[src/aofp_pkg.sv]
/*
  package for the converter output formatter: wishbone register map,
  field positions, reset values and the state enumeration.
  assumes a 32-bit classic wishbone slave on a 250 MHz clock.
*/
package aofp_pkg;

  // ----------------------------------------------------------------
  // widths
  // ----------------------------------------------------------------
  localparam int SAMPLE_W = 14;
  localparam int LATENCY = 5;
  localparam int LAT_W = 3;

  // ----------------------------------------------------------------
  // register offsets (byte addresses)
  // ----------------------------------------------------------------
  localparam logic [7:0] OFS_CTRL = 8'h00;
  localparam logic [7:0] OFS_STATUS = 8'h04;
  localparam logic [7:0] OFS_IRQ = 8'h08;
  localparam logic [7:0] OFS_MASK = 8'h0c;
  localparam logic [7:0] OFS_SAMPLE = 8'h10;

  // ----------------------------------------------------------------
  // control fields
  // ----------------------------------------------------------------
  localparam int CTRL_MODE_LO = 0;
  localparam int CTRL_OE_N = 2;
  localparam int CTRL_SHUTDOWN_SELECT = 3;
  localparam logic [31:0] CTRL_RESET = 32'h0000_0004;

  // ----------------------------------------------------------------
  // interrupt bits
  // ----------------------------------------------------------------
  localparam int IRQ_OVR = 0;
  localparam int IRQ_MODE = 1;
  localparam int IRQ_W = 2;
  localparam logic [IRQ_W-1:0] IRQ_RESET = 2'h0;

  // ----------------------------------------------------------------
  // codes
  // ----------------------------------------------------------------
  localparam logic [SAMPLE_W-1:0] CODE_MAX = 14'h3fff;
  localparam logic [SAMPLE_W-1:0] CODE_MIN = 14'h0000;
  localparam logic [SAMPLE_W-1:0] CODE_MID = 14'h2000;

  // format pin levels: 0 gnd, 1 third, 2 two thirds, 3 supply
  localparam logic [1:0] LVL_GND = 2'h0;
  localparam logic [1:0] LVL_THIRD = 2'h1;
  localparam logic [1:0] LVL_TWO_THIRD = 2'h2;
  localparam logic [1:0] LVL_SUPPLY = 2'h3;

  typedef enum logic [1:0] {
    PWR_NORMAL = 2'b00,
    PWR_NAP = 2'b01,
    PWR_SLEEP = 2'b10
  } aofp_pwr_e;

endpackage

[src/aofp_delay.sv]
/*
  fixed-latency delay line for the sample word and the overrange bit.
  assumes one clock; contents are not cleared by reset, only the valid tags.
*/
`timescale 1ns/1ns
module aofp_delay (
  // clock and reset
  input wire logic clock,
  input wire logic reset,
  // write side
  input wire logic [aofp_pkg::SAMPLE_W:0] inWord,
  input wire logic inValid,
  // read side, registered
  output logic [aofp_pkg::SAMPLE_W:0] outWord,
  output logic outValid
);

  typedef struct packed {
    logic [aofp_pkg::LATENCY-1:0][aofp_pkg::SAMPLE_W:0] word;
    logic [aofp_pkg::LATENCY-1:0] valid;
  } aofp_dly_s;

  aofp_dly_s state_q;
  aofp_dly_s state_d;

  always_comb begin
    state_d = state_q;
    state_d.word = {state_q.word[aofp_pkg::LATENCY-2:0], inWord};
    state_d.valid = {state_q.valid[aofp_pkg::LATENCY-2:0], inValid};
    if (reset) begin
      state_d.valid = '0;
    end
  end

  always_ff @(posedge clock) begin
    state_q <= state_d;
  end

  assign outWord = state_q.word[aofp_pkg::LATENCY-1];
  assign outValid = state_q.valid[aofp_pkg::LATENCY-1];

endmodule

[src/aofp_top.sv]
/*
  output formatter and power mode control of a 14-bit sampling converter.
  raw quantiser results arrive each clock with above/below range flags;
  the formatter codes, delays and drives them onto the three-state bus.
  assumes a classic wishbone master and pins from the same clock domain
  except the format level and the two strap inputs, which are synchronised.
*/
// Summary of operation
// - offset binary: midscale top bit, ends saturate
// - twos complement: offset binary with msb inverted
// - overrange flag high beyond range, word saturates
// - format levels gnd and third: offset binary
// - format levels two thirds and supply: twos complement
// - stabiliser on only for intermediate levels
// - enable high floats data and overrange
// - shutdown low gives normal conversion
// - shutdown and enable high give sleep
// - shutdown high, enable low gives nap
// - sleep and nap float data and overrange
// - stabiliser samples on rising edge only
`timescale 1ns/1ns
module aofp_top (
  // clock and reset
  input wire logic clock,
  input wire logic reset,
  // wishbone slave
  input wire logic wbCyc,
  input wire logic wbStb,
  input wire logic wbWe,
  input wire logic [7:0] wbAdr,
  input wire logic [3:0] wbSel,
  input wire logic [31:0] wbDatI,
  output logic [31:0] wbDatO,
  output logic wbAck,
  // converter core
  input wire logic [aofp_pkg::SAMPLE_W-1:0] rawCode,
  input wire logic rawAbove,
  input wire logic rawBelow,
  input wire logic rawStrobe,
  // pins, asynchronous
  input wire logic [1:0] formatLevel,
  input wire logic outputEnablePin_n,
  input wire logic shutdownSelectPin,
  // parallel bus, three-state split
  output logic [aofp_pkg::SAMPLE_W-1:0] sampleWord,
  output logic [aofp_pkg::SAMPLE_W-1:0] sampleWordOe,
  output logic overrangeFlag,
  output logic overrangeFlagOe,
  // analog side controls
  output logic dutyStabilizerOn,
  output logic referencePowered,
  output logic coreActive,
  output logic risingOnlySampling,
  // interrupt
  output logic irq
);

  typedef struct packed {
    logic [2:0][1:0] lvlSync;
    logic [2:0] oeSync;
    logic [2:0] shdnSync;
    logic [1:0] lvl;
    logic oePinN;
    logic shdnPin;
    logic [31:0] ctrl;
    logic [aofp_pkg::IRQ_W-1:0] irqStat;
    logic [aofp_pkg::IRQ_W-1:0] irqMask;
    logic ack;
    logic [31:0] rdata;
    logic [aofp_pkg::SAMPLE_W-1:0] word;
    logic ovr;
    logic busOn;
    aofp_pkg::aofp_pwr_e pwr;
    logic [aofp_pkg::SAMPLE_W:0] lastSample;
  } aofp_top_s;

  aofp_top_s state_q;
  aofp_top_s state_d;

  logic [aofp_pkg::SAMPLE_W:0] dlyIn;
  logic dlyInValid;
  logic [aofp_pkg::SAMPLE_W:0] dlyOut;
  logic dlyOutValid;
  logic twosComp;
  logic oeN;
  logic shutdown_select;
  logic [1:0] lvlEff;
  logic wbReq;
  logic wbWrite;

  // ----------------------------------------------------------------
  // coding functions
  // ----------------------------------------------------------------
  function automatic logic [aofp_pkg::SAMPLE_W:0] codeSample(
    input logic [aofp_pkg::SAMPLE_W-1:0] code,
    input logic above,
    input logic below,
    input logic twos
  );
    logic [aofp_pkg::SAMPLE_W-1:0] ob;
    ob = code;
    if (above) begin
      ob = aofp_pkg::CODE_MAX;
    end else if (below) begin
      ob = aofp_pkg::CODE_MIN;
    end
    if (twos) begin
      ob[aofp_pkg::SAMPLE_W-1] = ~ob[aofp_pkg::SAMPLE_W-1];
    end
    return {above | below, ob};
  endfunction

  function automatic logic isTwos(input logic [1:0] lvl);
    return (lvl == aofp_pkg::LVL_TWO_THIRD) || (lvl == aofp_pkg::LVL_SUPPLY);
  endfunction

  function automatic logic isStab(input logic [1:0] lvl);
    return (lvl == aofp_pkg::LVL_THIRD) || (lvl == aofp_pkg::LVL_TWO_THIRD);
  endfunction

  function automatic aofp_pkg::aofp_pwr_e pwrDecode(
    input logic shdnIn,
    input logic oeNIn
  );
    aofp_pkg::aofp_pwr_e mode;
    case ({shdnIn, oeNIn})
      2'b10: begin
        mode = aofp_pkg::PWR_NAP;
      end
      2'b11: begin
        mode = aofp_pkg::PWR_SLEEP;
      end
      default: begin
        mode = aofp_pkg::PWR_NORMAL;
      end
    endcase
    return mode;
  endfunction

  function automatic logic [31:0] statusWord(
    input logic [1:0] lvl,
    input logic shdnIn,
    input logic oeNIn,
    input aofp_pkg::aofp_pwr_e pwr,
    input logic twos,
    input logic stab
  );
    logic [31:0] w;
    w = 32'h0000_0000;
    w[1:0] = lvl;
    w[2] = shdnIn;
    w[3] = oeNIn;
    w[5:4] = pwr;
    w[6] = twos;
    w[7] = stab;
    return w;
  endfunction

  // ----------------------------------------------------------------
  // effective controls: pins or software override
  // ----------------------------------------------------------------
  // software sees the strap but can force: mode and shutdown ctrl bits OR with the pin, the enable ctrl bit ANDs with it
  always_comb begin
    lvlEff = state_q.lvl | state_q.ctrl[aofp_pkg::CTRL_MODE_LO +: 2];
    oeN = state_q.oePinN & state_q.ctrl[aofp_pkg::CTRL_OE_N];
    shutdown_select = state_q.shdnPin | state_q.ctrl[aofp_pkg::CTRL_SHUTDOWN_SELECT];
    twosComp = isTwos(lvlEff);
    wbReq = wbCyc & wbStb & ~state_q.ack;
    wbWrite = wbCyc & wbStb & wbWe & state_q.ack;
  end

  // ----------------------------------------------------------------
  // pipeline
  // ----------------------------------------------------------------
  // core idle in nap and sleep, so no samples enter the delay line
  assign dlyIn = codeSample(rawCode, rawAbove, rawBelow, twosComp);
  assign dlyInValid = rawStrobe & (state_q.pwr == aofp_pkg::PWR_NORMAL);

  aofp_delay u_delay (
    .clock(clock),
    .reset(reset),
    .inWord(dlyIn),
    .inValid(dlyInValid),
    .outWord(dlyOut),
    .outValid(dlyOutValid)
  );

  // ----------------------------------------------------------------
  // next state
  // ----------------------------------------------------------------
  always_comb begin
    state_d = state_q;
    // ----------------------------------------------------------------
    // three-stage sync, change taken when stages two and three agree
    // ----------------------------------------------------------------
    state_d.lvlSync = {state_q.lvlSync[1:0], formatLevel};
    state_d.oeSync = {state_q.oeSync[1:0], outputEnablePin_n};
    state_d.shdnSync = {state_q.shdnSync[1:0], shutdownSelectPin};
    if (state_q.lvlSync[1] == state_q.lvlSync[2]) begin
      state_d.lvl = state_q.lvlSync[2];
    end
    if (state_q.oeSync[1] == state_q.oeSync[2]) begin
      state_d.oePinN = state_q.oeSync[2];
    end
    if (state_q.shdnSync[1] == state_q.shdnSync[2]) begin
      state_d.shdnPin = state_q.shdnSync[2];
    end

    // ----------------------------------------------------------------
    // power mode decode
    // ----------------------------------------------------------------
    state_d.pwr = pwrDecode(shutdown_select, oeN);
    // float in any low-power mode or while enable is high
    state_d.busOn = ~oeN & ~shutdown_select;

    // one bus update per clock with fixed latency
    if (dlyOutValid) begin
      state_d.word = dlyOut[aofp_pkg::SAMPLE_W-1:0];
      state_d.ovr = dlyOut[aofp_pkg::SAMPLE_W];
      state_d.lastSample = dlyOut;
    end

    // interrupt events; set wins over write-one clear
    if (wbWrite && wbAdr == aofp_pkg::OFS_IRQ && wbSel[0]) begin
      state_d.irqStat = state_q.irqStat & ~wbDatI[aofp_pkg::IRQ_W-1:0];
    end
    if (dlyOutValid && dlyOut[aofp_pkg::SAMPLE_W]) begin
      state_d.irqStat[aofp_pkg::IRQ_OVR] = 1'b1;
    end
    if (state_d.lvl != state_q.lvl) begin
      state_d.irqStat[aofp_pkg::IRQ_MODE] = 1'b1;
    end

    // ----------------------------------------------------------------
    // register writes
    // ----------------------------------------------------------------
    // committed on the edge that ends ack, while the master still holds data
    if (wbWrite && wbSel[0]) begin
      if (wbAdr == aofp_pkg::OFS_CTRL) begin
        state_d.ctrl[7:0] = {4'h0, wbDatI[3:0]};
      end else if (wbAdr == aofp_pkg::OFS_MASK) begin
        state_d.irqMask = wbDatI[aofp_pkg::IRQ_W-1:0];
      end
    end

    // ----------------------------------------------------------------
    // register reads
    // ----------------------------------------------------------------
    // wishbone: ack one cycle after request, dropped next cycle
    state_d.ack = wbReq;
    state_d.rdata = 32'h0000_0000;
    if (wbReq) begin
      if (wbAdr == aofp_pkg::OFS_CTRL) begin
        state_d.rdata = state_q.ctrl;
      end else if (wbAdr == aofp_pkg::OFS_STATUS) begin
        state_d.rdata = statusWord(state_q.lvl, shutdown_select, oeN, state_q.pwr, twosComp, isStab(lvlEff));
      end else if (wbAdr == aofp_pkg::OFS_IRQ) begin
        state_d.rdata = {30'h0, state_q.irqStat};
      end else if (wbAdr == aofp_pkg::OFS_MASK) begin
        state_d.rdata = {30'h0, state_q.irqMask};
      end else if (wbAdr == aofp_pkg::OFS_SAMPLE) begin
        state_d.rdata = {17'h0, state_q.lastSample};
      end
    end

    if (reset) begin
      state_d.lvl = aofp_pkg::LVL_GND;
      state_d.oePinN = 1'b1;
      state_d.shdnPin = 1'b0;
      state_d.ctrl = aofp_pkg::CTRL_RESET;
      state_d.irqStat = aofp_pkg::IRQ_RESET;
      state_d.irqMask = aofp_pkg::IRQ_RESET;
      state_d.ack = 1'b0;
      state_d.rdata = 32'h0000_0000;
      state_d.word = aofp_pkg::CODE_MID;
      state_d.ovr = 1'b0;
      state_d.busOn = 1'b0;
      state_d.pwr = aofp_pkg::PWR_NORMAL;
      state_d.lastSample = '0;
    end
  end

  always_ff @(posedge clock) begin
    state_q <= state_d;
  end

  // ----------------------------------------------------------------
  // outputs
  // ----------------------------------------------------------------
  assign sampleWord = state_q.word;
  assign overrangeFlag = state_q.ovr;
  assign sampleWordOe = {aofp_pkg::SAMPLE_W{state_q.busOn}};
  assign overrangeFlagOe = state_q.busOn;
  assign dutyStabilizerOn = isStab(lvlEff);
  // with stabiliser on, the falling edge is made internally
  assign risingOnlySampling = isStab(lvlEff);
  assign referencePowered = state_q.pwr != aofp_pkg::PWR_SLEEP;
  assign coreActive = state_q.pwr == aofp_pkg::PWR_NORMAL;
  assign wbAck = state_q.ack;
  assign wbDatO = state_q.rdata;
  assign irq = |(state_q.irqStat & state_q.irqMask);

endmodule

[config.mk]
export PLATFORM = sky130hd
export DESIGN_NAME = aofp_top
export DESIGN_NICKNAME = d
export VERILOG_FILES = /design/src/aofp_pkg.sv /design/src/aofp_delay.sv /design/src/aofp_top.sv
export SDC_FILE = /design/constraint.sdc
export NUM_CORES = 1
export LEC_CHECK = 0
export ABC_AREA = 1
export BUFFER_PORTS_ARGS = -buffer_cell sky130_fd_sc_hd__buf_2
export CAP_MARGIN = 20
export CORE_MARGIN = 2
export CORE_UTILIZATION = 45
export DETAILED_ROUTE_END_ITERATION = 7
export GPL_TIMING_DRIVEN = 0
export PLACE_DENSITY = 0.76
export SYNTH_ARGS = -nofsm -noshare
export SYNTH_HDL_FRONTEND = slang
export SYNTH_SLANG_ARGS = --single-unit
[constraint.sdc]
create_clock -name clock -period 3.3 [get_ports clock]
set_clock_uncertainty 0.2 [all_clocks]
set_input_delay 0.66 -clock clock [delete_from_list [all_inputs] [get_ports clock]]
set_output_delay 0.66 -clock clock [all_outputs]
set_load 0.02 [all_outputs]
After elaboration in Yosys (flattened, before gate mapping)
Index checks and enable logic that the tools add are counted.
- output and inout port bits: 68
- bits of input ports: 70
- register bits after elaboration: 170
- logic and storage cells: 93
- eq/ne operators: 14
- bitwise gates (word level): 20
- multiplexer cells: 13
- reduce and logical (&&, ||, !) cells: 17
- operators by type and width (kind ; count):
    $mux W8 ; 4
    $mux W14 ; 2
    $eq A8 B4 Y1 const B ; 2
    $eq A2 B2 Y1 const B ; 4
    $eq A8 B3 Y1 const B ; 1
    $eq A8 B5 Y1 const B ; 1
    $logic_not A8 Y1 ; 1
    $and A1 B1 Y1 ; 7
    $not A1 Y1 ; 7
    $reduce_or A7 Y1 ; 1
    $reduce_or A6 Y1 ; 1
    $and A2 B2 Y2 ; 2
    $logic_and A1 B1 Y1 ; 4
    $mux W2 ; 2
    $mux W4 ; 1
    $pmux W2 S2 ; 1
    $reduce_bool A2 Y1 ; 2
    $reduce_or A2 Y1 ; 2
    $mux W1 ; 3
    $reduce_and A3 Y1 ; 1
    $reduce_or A3 Y1 ; 1
    $eq A1 B1 Y1 ; 2
    $eq A2 B1 Y1 const B ; 1
    $eq A2 B2 Y1 ; 1
    other kinds (8) ; 10

Longest topological paths before layout
Gate-level depths: netlist of the first run.
- depth in word-level cells: 7
- mapped depth: 10
- gate-level depth less buffers: 10

Cells and area by module
From an unflattened synthesis of the first run, not the netlist that was laid out.
- cell total of the unflattened synthesis: 473
- area, all modules: 4578.1 um2
- modules (own cells, without submodules) (module ; times used ; seq. area each (um2) ; cells an instance ; area an instance (um2)):
    aofp_top ; 1 ; 1181.1 ; 368 ; 2826.5
    aofp_delay ; 1 ; 1601.5 ; 105 ; 1751.7

Worst setup path after synthesis of the first run
OpenSTA, ideal clock, no wires.
- kind: register to output
- start point: reg state_q[71] (netlist name)
- end point: out risingOnlySampling
- path slack: 1.239 ns
- arrival: 1.201 ns
- stages on the path, launching flop included: 4
- data required time: 2.440 ns
- path through: dfxtp_1 -> nor2_1 -> xor2_1 -> buf_4
- cells in the longest elaborated chain, start to end: 3
- elaborated cells on any way between the ends: 4
- classes of those cells: 2 x eq/ne; 1 x bitwise; 1 x reduce/logical
- ends and longest elaborated chain (item ; RTL line ; RTL):
    start, declared ; aofp_top.sv:77 ; aofp_top_s state_q;
    start signal, assigned ; aofp_top.sv:284 ; state_q <= state_d;
    $or A2 B2 Y2 (*) ; aofp_top.sv:164 ; lvlEff = state_q.lvl | state_q.ctrl[aofp_pkg::CTRL_MODE_LO +: 2];
    $eq A2 B1 Y1 or $eq A2 B2 Y1 (tied branches) ; -- ;
    $logic_or A1 B1 Y1 (*) ; -- ;
    end, declared ; aofp_top.sv:53 ; output logic risingOnlySampling,
Mark *: on every way between the ends. The rest lies on a longest branch, timed or not.

Final worst setup path of the first run
- start point: reg state_q[105] (netlist name)
- end point: out risingOnlySampling
- cells in the longest elaborated chain, start to end: 3
- elaborated cells on any way between the ends: 4
- classes of those cells: 2 x eq/ne; 1 x bitwise; 1 x reduce/logical
- ends and longest elaborated chain (item ; RTL line ; RTL):
    $or A2 B2 Y2 (*) ; aofp_top.sv:164 ;
    $eq A2 B1 Y1 or $eq A2 B2 Y1 (tied branches) ; aofp_top.sv:118 ; return (lvl == aofp_pkg::LVL_THIRD) || (lvl == aofp_pkg::LVL_TWO_THIRD);
    $logic_or A1 B1 Y1 (*) ; aofp_top.sv:118 ;
Marks and branches as above.

==> results.yml, run 1 <==
floorplanning:
  dieArea_sq_mm: 0.01081
  start_util_pct: 46.22
  die_w_microns: 104.0
  rows: 36
  die-height_microns: 104.0
  core_sq_mm: 0.009729
  io_pins: 138
synth:
  synth_cells: 461
  synth_top_area_cell: "dfxtp_1"
  synth_seq_area_share_pct: 61.88
  synthFlopType: "dfxtp_1"
  post-synth-top-count-cell: "dfxtp_1"
  netlist_top_cells_count: "139 x dfxtp_1, 61 x buf_4, 53 x inv_1"
  synthDistinctLibCells: 30
  avgSynthCellArea_sq_um: 9.754
  synthesis.area_sq_mm: 0.004497
  synth_area_leaders: "dfxtp_1 62%, buf_4 10%, inv_1 4.4%"
  ys_ff_latch: 139
  synth_top_area_share_pct: 61.88
  async_flop_share_pct: 0
  yosysWarnings: 0
  synth_edf_count: 0
routing:
  detail_route.wl_per_cell_microns: 10.19
  drt-initial-drc-count: 96
  vias: 2993
  firstDrtPassIters: 4
  wirelength_microns: 7452
  viasPerCell: 4.094
  ant_nets: 0
  post-route-drc-count: 0
sta:
  setup_violations: 0
  min_period_ps: 2668
  worst_slack_ps: 632.4
  setup_tns_ps: 0
  fmax_ghz: 0.3749
  hold_viol: 0
  drv_slew: 0
  rsz0062_at_grt: "no"
  fin_crit_sh_pct: 80.84
clock_tree:
  cts_hold_buf: 0
  cts_resized: 0
  clkSinkCount: 139
  cts_buffers: 17
  cts_tree: "built"
  clock_path_buffers: 2
  ctsRootBufferMaster: "clkbuf_8"
  h-tree-depth: 4
  clk_pin_slew_ps: 60
  clk_latency_ps: 510
  post-cts-setup-buffers: 0
global_route:
  grt_max_degree: 17
  grt_antenna_before_repair: 0
  grt_pass1_vias: 2844
  overflow: 0
  track_usage_pct: 14.96
  grt_pass1_wl_microns: 12790
setup_path:
  path_cells: "nor2_1 -> xor2_1 -> buf_4 -> buf_2"
  critPathMaxFanout: 4
  cp_slowest_stage_delay_ps: 350
  path_buf_inv: 2
  critPathRequiredTime_ps: 2440
  worstSetupStartpointType: "flip-flop"
  cp_data_arrival_time_ps: 1810
  crit_type: "reg -> out"
  crit_slowest_cell: "dfxtp_1"
  setup.worst_path.end_class: "primary output"
  critical-path-top-delay-family: "flip-flops"
pwr:
  clkPwrFrac_pct: 46.4
  p_comb_share_pct: 4.9
  p_sw_share_pct: 24.13
  power.leakage_nw: 2.845
  p_sw_w: 0.0008855
  p_int_w: 0.002784
  pwr_density_cell_mw_per_mm2: 642.5
  peakVddDrop_mv: 0.3143
  seq_power_share_pct: 48.7
place:
  place_congestion: 0.7908
  hpwlAfterDp_microns: 5491
  io_buffers: 89
  place_ws_ps: 1139
hold_path:
  min-delay-path-class: "in -> reg"
cells_and_area:
  antenna_cells: 0
  synthToLayoutAreaGrowth_pct: 27.02
  drive_above_1_share_pct: 35.28
  final_nets: 655
  fillers: 842
status:
  outcome: "finished, final reports clean"
job:
  max-cap-violations: 0
## final cells by class
| type | count | area, sq um | area share, % |
|---|---|---|---|
| buffer | 68 | 486.7 | 8.521 |
| clock buffer | 17 | 414.1 | 7.251 |
| clock inverter | 15 | 128.9 | 2.256 |
| inverter | 59 | 231.5 | 4.053 |
| multi-input combinational | 211 | 1056 | 18.49 |
| sequential | 139 | 2783 | 48.72 |
| tap | 133 | 166.4 | 2.913 |
| timing repair buffer | 89 | 445.4 | 7.798 |
## power by group through the flow
stage | logic, W | registers, W | clock network (W)
CTS | 0.000180 | 0.00179 | 0.00174
floorplan | 0.000125 | 0.00182 | 0
global route | 0.000200 | 0.00180 | 0.00182
finish | 0.000180 | 0.00179 | 0.00170
detailed placement | 0.000180 | 0.00182 | 0
global placement | 0.000176 | 0.00182 | 0
## flip-flops by register name (all words and copies together), names as in the netlist
name,count
state_q,19
u_delay.outValid,1
state_d,8
u_delay.state_q,4
u_delay.outWord,15
overrangeFlagOe,1
wbAck,1
overrangeFlag,1
sampleWord,14
wbDatO,15
u_delay.state_d,60
## logic make-up after synthesis
logic type | Yosys count | synth area share (%)
AOI/OAI and AO/OA | 57 | 6.483
xor gates and xnor gates | 2 | 0.3896
buffers and inverters | 127 | 15.97
DFF | 139 | 61.88
other | 1 | 0.08339
and+or+nand+nor | 135 | 15.19
## cells in the final DEF (no fill, tap or decap), types with 6 or more instances in the layout
cell type / count
nor2_2: 10
nand3_1: 20
nor2_1: 43
inv_6: 6
dfxtp_1: 139
buf_2: 91
inv_1: 53
o21ai_0: 35
nand2_1: 45
buf_4: 61
clkbuf_16: 16
a21oi_1: 15
conb_1: 17
## final timing paths
check                      start             endpoint  slack (ps)  depth (start not counted)
max                 state_q[105]   risingOnlySampling         630                          4
min               formatLevel[0]         state_d[114]          40                          1
max reg2reg                wbAck          state_q[66]        1780                          5
min reg2reg  u_delay.state_d[45]  u_delay.state_d[60]         120                          0
## per-layer routing
metal / vias up / part of all wire [%] / wire [microns] / global-route usage (%)
li1: 1602 / - / - / -
met1: 1264 / 43 / 3233 / 17.05
met2: 114 / 47 / 3533 / 24.81
met3: 13 / 6.9 / 516 / 5.201
met4: 0 / 2.3 / 169 / 7.722
met5: - / 0 / 0 / 0
## worst register-to-register path, cell delays in order (launching register included)
cell	delay, ps
dfxtp_1	390
nand3_1	110
nor2_2	270
nand3_1	190
o21ai_0	190
a21oi_1	60
## stage by stage
step	hold slack, ps	power, W	cell area (sq um)	std cells	util (%)
after floorplan	109.6	0.001941	4557	477	-
after global placement	111.9	0.001997	5169	699	53.13
after detailed placement	112.1	0.002004	5169	699	53.13
after CTS	15.26	0.003706	5712	731	58.71
after global routing	16.18	0.003817	5712	731	58.71
final	43.16	0.003670	5712	731	58.71
Note: power is estimated with default switching activity, not from simulation.
==> inputs of run 2 (changes only) <==
Clock period 3.3 ns to 2.7 ns, I/O delays scaled along.
==> results.yml, run 2 (synthesized netlist as in run 1, its figures left out) <==
sta:
  setup_tns_ps: 0
  fmax_ghz: 0.3925
  fin_crit_sh_pct: 94.35
  rsz0062_at_grt: "no"
  worst_slack_ps: 152.4
  setup_violations: 0
  min_period_ps: 2548
  hold_viol: 0
  drv_slew: 0
global_route:
  overflow: 0
  grt_max_degree: 17
  gr-usage-met1_pct: 17.05
  grt_pass1_vias: 2871
  gr-usage-met2_pct: 25.28
  grt_use_met3_pct: 5.201
  grt_antenna_before_repair: 0
  grt_pass1_wl_microns: 12900
  globalRoute.busiestLayer: "met2"
  track_usage_pct: 15.09
setup_path:
  cp_slowest_stage_delay_ps: 350
  critical-path-top-delay-family: "flip-flops"
  worstSetupStartpointType: "flip-flop"
  setup.worst_path.end_class: "primary output"
  path_buf_inv: 2
  path_cells: "nor2_1 -> xor2_1 -> buf_4 -> buf_2"
  critPathRequiredTime_ps: 1960
  critPathMaxFanout: 4
  crit_slowest_cell: "dfxtp_1"
  crit_type: "reg -> out"
  reg2reg_slack_ps: 1180
  cp_data_arrival_time_ps: 1810
cells_and_area:
  drive_above_1_share_pct: 35.05
  final_nets: 659
  largest_reg_flops: 60
  synthToLayoutAreaGrowth_pct: 27.91
  fillers: 841
  most-common-layout-cells: "139 x dfxtp_1, 91 x buf_2, 61 x buf_4"
  layout_commonest_cell: "dfxtp_1"
  antenna_cells: 0
routing:
  viasPerCell: 4.094
  vias: 3009
  firstDrtPassIters: 4
  post-route-drc-count: 0
  wirelength_microns: 7515
  drt-initial-drc-count: 102
  ant_nets: 0
  detail_route.wl_per_cell_microns: 10.22
status:
  outcome: "finished, final reports clean"
clock_tree:
  clock_path_buffers: 2
  clkSinkCount: 139
  ctsRootBufferMaster: "clkbuf_8"
  clk_latency_ps: 510
  cts_resized: 0
  cts_tree: "built"
  clk_pin_slew_ps: 60
  cts_buffers: 17
  h-tree-depth: 4
pwr:
  power.leakage_nw: 2.862
  p_total_w: 0.004490
  pwr_density_cell_mw_per_mm2: 780.6
  peakVddDrop_mv: 0.3841
floorplanning:
  dieArea_sq_mm: 0.01081
  die_w_microns: 104.0
  start_util_pct: 46.22
  io_pins: 138
  rows: 36
  core_sq_mm: 0.009729
  die-height_microns: 104.0
hold_path:
  min-delay-path-class: "in -> reg"
place:
  place_ws_ps: 658.5
  hpwlAfterDp_microns: 5491
  io_buffers: 89
  place_congestion: 0.7908
job:
  max-cap-violations: 0
-- run 2: repair_timing --
item,CTS,global route
buffers inserted,0,0
endpoints found under the hold margin,4,0
setup endpoints to repair,0,0
hold buffers,4,0
-- run 2: path summary, 6_finish.rpt --
kind / from / endpoint / cells past startpoint
max reg2reg: wbAck / state_q[66] / 5
min: rawAbove / u_delay.state_d[34] / 2
min reg2reg: u_delay.state_d[45] / u_delay.state_d[60] / 0
max: state_q[105] / risingOnlySampling / 4
-- run 2: area by class of cell --
type	count	area [sq um]	share of cell area [%]
inverters	59	231.5	4.024
clock inverters	15	128.9	2.241
repair buffers	93	485.5	8.440
plain buffers	68	486.7	8.462
clock buffers	17	414.1	7.200
flip-flops and latches	139	2783	48.38
well taps	133	166.4	2.893
multi-input cells	211	1056	18.36
-- run 2: metrics by stage --
stage / hold slack (ps) / std cells / utilization, % / instance area (sq um)
detailed placement: 112.1 / 699 / 53.13 / 5169
global route: 14.52 / 735 / 59.12 / 5752
global placement: 111.9 / 699 / 53.13 / 5169
floorplan: 109.6 / 477 / - / 4557
CTS: 3.300 / 735 / 59.12 / 5752
finish: 26.81 / 735 / 59.12 / 5752
-- run 2: report_power, final --
part           switching (W)  internal [W]
Combinational       0.000130     0.0000943
Clock               0.000920       0.00116
Sequential         0.0000330       0.00215
Total                0.00108       0.00341
-- run 2: metal layers --
layer  up-vias  routed length, microns
li1       1610                       -
met1      1272                    3250
met2       114                    3586
met3        13                     508
met4         0                     169
met5         -                       0
-- run 2: worst register-to-register path, delay by kind of cell (launching register included) --
kind,cells,cell delay (ps)
flip-flops,1,390
AO/OA/AOI/OAI,2,250
AND/OR/NAND/NOR,3,570
